## src/frt_pkg.sv

```systemverilog
package frt_pkg;
	// register byte offsets
	localparam logic [7:0] CTRL_OFS = 8'h00;
	localparam logic [7:0] MATCH_OFS = 8'h04;
	localparam logic [7:0] COUNT_OFS = 8'h08;
	localparam logic [7:0] STAT_OFS = 8'h0C;
	localparam logic [7:0] MASK_OFS = 8'h10;

	// field positions
	localparam int EN_BIT = 0;
	localparam int MODE_BIT = 1;
	localparam int CMP_BIT = 8;
	localparam int OVF_BIT = 9;

	// reset values and writable bits
	localparam logic [31:0] CTRL_RST = 32'h0000_0000;
	localparam logic [31:0] MATCH_RST = 32'h0000_0000;
	localparam logic [31:0] COUNT_RST = 32'h0000_0000;
	localparam logic [31:0] STAT_RST = 32'h0000_0000;
	localparam logic [31:0] MASK_RST = 32'h0000_0300;
	localparam logic [31:0] CTRL_WMASK = 32'h0000_0303;
	localparam logic [31:0] EVT_MASK = 32'h0000_0300;
	localparam logic [31:0] ALL_ONES = 32'hFFFF_FFFF;
	localparam logic [31:0] ZERO32 = 32'h0000_0000;

	// timing: core clock period and interrupt latency bound
	localparam int CLK_PERIOD_PS = 8000;
	localparam int IRQ_LAT_PS = 16000;
	localparam int IRQ_LAT_CYC = IRQ_LAT_PS / CLK_PERIOD_PS;

	typedef enum logic {FRT_MODE_FREE, FRT_MODE_MATCH} frt_mode_t;

	typedef struct packed {
		logic [7:0] addr;
		logic [31:0] wrData;
		logic wrStb;
		logic rdStb;
	} frt_bus_req_t;

	typedef struct packed {
		logic [31:0] ctrlReg;
		logic [31:0] matchReg;
		logic [31:0] countReg;
		logic [31:0] statReg;
		logic [31:0] maskReg;
		logic [31:0] rdDataReg;
		logic irqReg;
		logic wakeReg;
		logic [2:0] syncReg;
		logic tmrLvlReg;
	} frt_state_t;

	localparam frt_state_t ST_RST = '{
		ctrlReg: CTRL_RST,
		matchReg: MATCH_RST,
		countReg: COUNT_RST,
		statReg: STAT_RST,
		maskReg: MASK_RST,
		rdDataReg: ZERO32,
		irqReg: 1'b0,
		wakeReg: 1'b0,
		syncReg: 3'h0,
		tmrLvlReg: 1'b0
	};
endpackage

```

## src/frt_timer.sv

```systemverilog
`timescale 1ns/100ps
module frt_timer (
	// clock and reset
	input wire logic core_clk,
	input wire logic reset,
	// register port
	input wire frt_pkg::frt_bus_req_t busReq,
	output logic [31:0] rdData,
	// timer clock pin
	input wire logic tmrClkPin,
	// events
	output logic irq,
	output logic wakeUp
);
	import frt_pkg::*;

	localparam int IRQ_LAT = IRQ_LAT_CYC;

	frt_state_t st_reg;
	frt_state_t st_next;

	logic tick;
	logic enabled;
	frt_mode_t mode;
	logic countWr;
	logic evtCmp;
	logic evtOvf;
	logic [31:0] setBits;
	logic [31:0] clrBits;
	logic [31:0] gateBits;

	function automatic logic frt_hit(input logic [7:0] a, input logic [7:0] ofs);
		return a == ofs;
	endfunction

	always_comb begin
		st_next = st_reg;
		// timer clock pin: three stages, level accepted once stages two and three agree
		st_next.syncReg = {st_reg.syncReg[1:0], tmrClkPin};
		tick = 1'b0;
		if (st_reg.syncReg[1] == st_reg.syncReg[2]) begin
			st_next.tmrLvlReg = st_reg.syncReg[2];
			tick = st_reg.syncReg[2] & ~st_reg.tmrLvlReg;
		end
		enabled = st_reg.ctrlReg[EN_BIT];
		mode = st_reg.ctrlReg[MODE_BIT] ? FRT_MODE_MATCH : FRT_MODE_FREE;
		countWr = busReq.wrStb && frt_hit(busReq.addr, COUNT_OFS);
		evtCmp = 1'b0;
		evtOvf = 1'b0;

		// counting never looks at any sleep state
		if (countWr && enabled) begin
			st_next.countReg = ZERO32;
		end else if (enabled && tick) begin
			if (mode == FRT_MODE_MATCH && st_reg.countReg == st_reg.matchReg) begin
				st_next.countReg = ZERO32;
			end else begin
				st_next.countReg = st_reg.countReg + 32'h0000_0001;
			end
			evtCmp = (mode == FRT_MODE_MATCH) && (st_next.countReg == st_reg.matchReg);
			evtOvf = st_next.countReg == ALL_ONES;
		end

		// register writes
		if (busReq.wrStb) begin
			if (frt_hit(busReq.addr, CTRL_OFS)) begin
				st_next.ctrlReg = busReq.wrData & CTRL_WMASK;
			end
			if (frt_hit(busReq.addr, MATCH_OFS)) begin
				st_next.matchReg = busReq.wrData;
			end
			if (frt_hit(busReq.addr, MASK_OFS)) begin
				st_next.maskReg = busReq.wrData & EVT_MASK;
			end
		end

		// sticky flags, a set in the clearing cycle wins
		setBits = ZERO32;
		setBits[CMP_BIT] = evtCmp;
		setBits[OVF_BIT] = evtOvf;
		clrBits = ZERO32;
		if (busReq.wrStb && frt_hit(busReq.addr, STAT_OFS)) begin
			clrBits = busReq.wrData & EVT_MASK;
		end
		st_next.statReg = (st_reg.statReg & ~clrBits) | setBits;

		// mode picks which enable gates the interrupt
		gateBits = ZERO32;
		if (st_next.ctrlReg[MODE_BIT]) begin
			gateBits[CMP_BIT] = st_next.ctrlReg[CMP_BIT];
		end else begin
			gateBits[OVF_BIT] = st_next.ctrlReg[OVF_BIT];
		end
		st_next.irqReg = |(st_next.statReg & st_next.maskReg & gateBits);
		st_next.wakeReg = evtCmp;

		// read data stands one cycle after the strobe
		st_next.rdDataReg = ZERO32;
		if (busReq.rdStb) begin
			unique case (busReq.addr)
				CTRL_OFS: st_next.rdDataReg = st_reg.ctrlReg;
				MATCH_OFS: st_next.rdDataReg = st_reg.matchReg;
				COUNT_OFS: st_next.rdDataReg = enabled ? st_reg.countReg : ZERO32;
				STAT_OFS: st_next.rdDataReg = st_reg.statReg;
				MASK_OFS: st_next.rdDataReg = st_reg.maskReg;
				default: st_next.rdDataReg = ZERO32;
			endcase
		end
	end

	always_ff @(posedge core_clk) begin
		if (reset) begin
			st_reg <= ST_RST;
		end else begin
			st_reg <= st_next;
		end
	end

	assign rdData = st_reg.rdDataReg;
	assign irq = st_reg.irqReg;
	assign wakeUp = st_reg.wakeReg;
endmodule

```

## config.mk

```make
export PLATFORM = sky130hd
export DESIGN_NAME = frt_timer
export DESIGN_NICKNAME = d
export VERILOG_FILES = /design/src/frt_pkg.sv /design/src/frt_timer.sv
export SDC_FILE = /design/constraint.sdc
export NUM_CORES = 1
export LEC_CHECK = 0
export BUFFER_PORTS_ARGS = -buffer_cell sky130_fd_sc_hd__buf_2
export CAP_MARGIN = 20
export CORE_ASPECT_RATIO = 1.25
export CORE_MARGIN = 2
export CORE_UTILIZATION = 53
export CTS_BUF_LIST = sky130_fd_sc_hd__clkbuf_16
export DETAILED_ROUTE_END_ITERATION = 7
export PLACE_DENSITY = 0.74
export SLEW_MARGIN = 0
export SYNTH_ARGS = -nofsm -noshare
export SYNTH_HDL_FRONTEND = slang
export SYNTH_SLANG_ARGS = --single-unit
```

## constraint.sdc

```tcl
create_clock -name core_clk -period 3.65 [get_ports core_clk]
set_input_delay 0.365 -clock core_clk [delete_from_list [all_inputs] [get_ports core_clk]]
set_output_delay 0.365 -clock core_clk [all_outputs]
set_load 0.005 [all_outputs]
```

==> results.toml <==
[logic_synthesis]
ys_seq_area_frac = 0.344
yosys.cell_count.top_type = "nand2_1"
netlist_area_sq_um = 6400
synth_top_cells_by_count = "nand2_1 (125), dfxtp_1 (110), a21oi_1 (83)"
yosysWarnings = 0
avgSynthCellArea_sq_um = 7.71
synth_edf_count = 0
synthCells = 831
synth.distinct_cells = 65
ys_ff_latch = 110
async_flop_share = 0
ys.flop_type = "dfxtp_1"
synth_area_leaders = "dfxtp_1 (34%), nand2_1 (7.3%), a21oi_1 (6.5%), xnor2_1 (5.2%), buf_4 (4.2%)"
yosys.area.top_type = "dfxtp_1"
syn_nets = 877
synth_top_area_share = 0.344

[clock_network]
cts-resized-gates = 0
cts.path.max_buffers = 2
ctsRootBufferMaster = "clkbuf_16"
ctsHoldBuffers = 0
path_clk_slew_ns = 0.08
cts_buffers = 9
clock-sinks = 110
cts_tree = "yes"
cts_setup_buffers = 0
worstSkewPairLatency_ns = 0.37
htree_levels = 3

[finish]
layout-drive-gt1-share = 0.167
largest_reg_flops = 73
n_antenna_cell = 0
nets = 895
layout.cells.non_filler = 1015
areaGrowthSynthToFinish_pct = 9.59

[worst_setup_path]
r2r_slack_ns = 0.30
crit_required_ns = 3.94
crit_fanout = 8
cp_cell_sequence = "ha_1 > nand3_2 > or4_4 > or4_4 > xor2_1 > nand4_1 > a21oi_1 > o2111ai_1 > o21ai_2 > o2bb2ai_1"
path_common_cell = "or4_4"
path_class = "reg2reg"
slowest_delay_ns = 0.65
start_kind = "register"
crit_path_top_delay_cell = "or4_4"
arrival_ns = 3.65
worstSetupEndpointType = "register"

[floorplanning]
rows = 44
ios = 79
die-width_um = 102
initial_core_util = 0.546
core_sq_um = 11700
die_y_um = 127
dieArea_sq_um = 13000

[flow_run]
max_cap_violations = 0

[routing]
firstDrtPassIters = 5
wl_per_cell_um = 22.6
drt_iter0_drc = 486
num_vias = 6357
drc = 0
wl_mm = 22.9
viasPerCell = 6.26
ant_nets = 0

[placement]
dpl.cell_count = 999
hpwl_mm = 17.2
port_buffers = 78
gp_congestion = 1.11
pre_cts_ws_ns = 0.392

[global_route]
grt_max_degree = 43
grt_antenna_before_repair = 0
overflow = 0
grt_pass1_wl_mm = 34.8
globalRouteTotalUtil = 0.360
grt_pass1_vias = 6187

[timing]
timing.fmax_ghz = 0.298
grt_setup_unrepaired = "no"
hold_viol = 0
period_share = 0.918
worst_pin_slew_ns = 0.939
timing.slew.headroom = 0.371
setup_ws_ns = 0.298
layout_min_cycle_time_ns = 3.35
final.setup.tns_ns = 0
slew_violations = 0
finalSetupViolations = 0
fin_skew_ns = 0.00790

[power]
p_per_area_nw_per_um2 = 331
p_leak_nw = 2.44
ir_drop_mv = 0.226

[outcome]
outcome = "complete, no violations"

[min_path]
hp-class = "in2reg"
==> cells in the final DEF (no fill, tap or decap), types with 9 or more instances in the layout <==
cell type | netlist | final
dfxtp_1 | 110 | 110
nor2_1 | 57 | 56
a22oi_1 | 28 | 28
nor3_1 | 15 | 15
buf_2 | 8 | 78
xnor2_1 | 38 | 38
and3_1 | 9 | 9
nand3_1 | 26 | 26
or3_1 | 22 | 22
a21oi_1 | 83 | 83
nand4_1 | 20 | 20
xor2_1 | 22 | 22
nor4_1 | 13 | 13
and4_1 | 9 | 9
clkbuf_16 | 0 | 9
buf_4 | 36 | 31
o21ai_0 | 32 | 31
or4_1 | 9 | 9
nand2_1 | 125 | 125
inv_1 | 10 | 10
==> layout make-up <==
| cell class | instances | area (sq um) |
|---|---|---|
| timing repair buffer | 110 | 643 |
| multi-input combinational | 608 | 3610 |
| sequential | 110 | 2200 |
| tap | 161 | 201 |
| clock buffer | 9 | 225 |
| clock inverter | 7 | 100 |
| inverter | 10 | 37.5 |
| fill | 1134 | 4710 |
==> where the power goes <==
group / switching, mW / internal, mW
Sequential: 0.00169 / 1.20
Clock: 0.510 / 0.556
Combinational: 0.0346 / 0.0239
==> worst max-delay path: cells and delay by family (launching register included) <==
kind                     cells  cell delay [ns]
XOR/XNOR                     1             0.30
AND/OR/NAND/NOR              4             1.46
adder cells (fa/ha/maj)      1             0.31
flip-flops                   1             0.47
AO/OA/AOI/OAI                4             0.73
==> metal layers <==
layer,vias to the layer above,GRT usage,share of wire
li1,2946,-,-
met2,309,0.586,0.48
met5,-,0,0
met4,0,0.263,0.075
met1,3013,0.420,0.38
met3,89,0.0623,0.068
==> kinds of logic after synthesis <==
group                    synth area share
buffers and inverters              0.0947
adder cells (fa/ha/maj)           0.00195
AND/OR/NAND/NOR                     0.289
AO/OA/AOI/OAI                       0.181
flip-flops                          0.344
multiplexers                      0.00781
XOR/XNOR                           0.0820
==> path summary, 6_finish.rpt <==
kind | from | endpoint | cells after the start
hold / removal | tmrClkPin | st_next[2] | 2
setup / recovery | st_reg[103] | irq | 10
hold reg to reg | st_next[2] | st_next[3] | 1
setup reg to reg | st_reg[103] | irq | 10
==> per-stage QoR <==
step	area, sq um	power, mW	utilization	hold WS (ns)
detailed placement	6690	1.29	0.571	0.438
global placement	6690	1.29	0.571	0.434
floorplan	6400	1.25	-	0.414
CTS	7020	2.33	0.599	0.208
global route	7020	2.39	0.599	0.212
finish	7020	2.33	0.599	0.203
(Power assumes the default switching activity.)
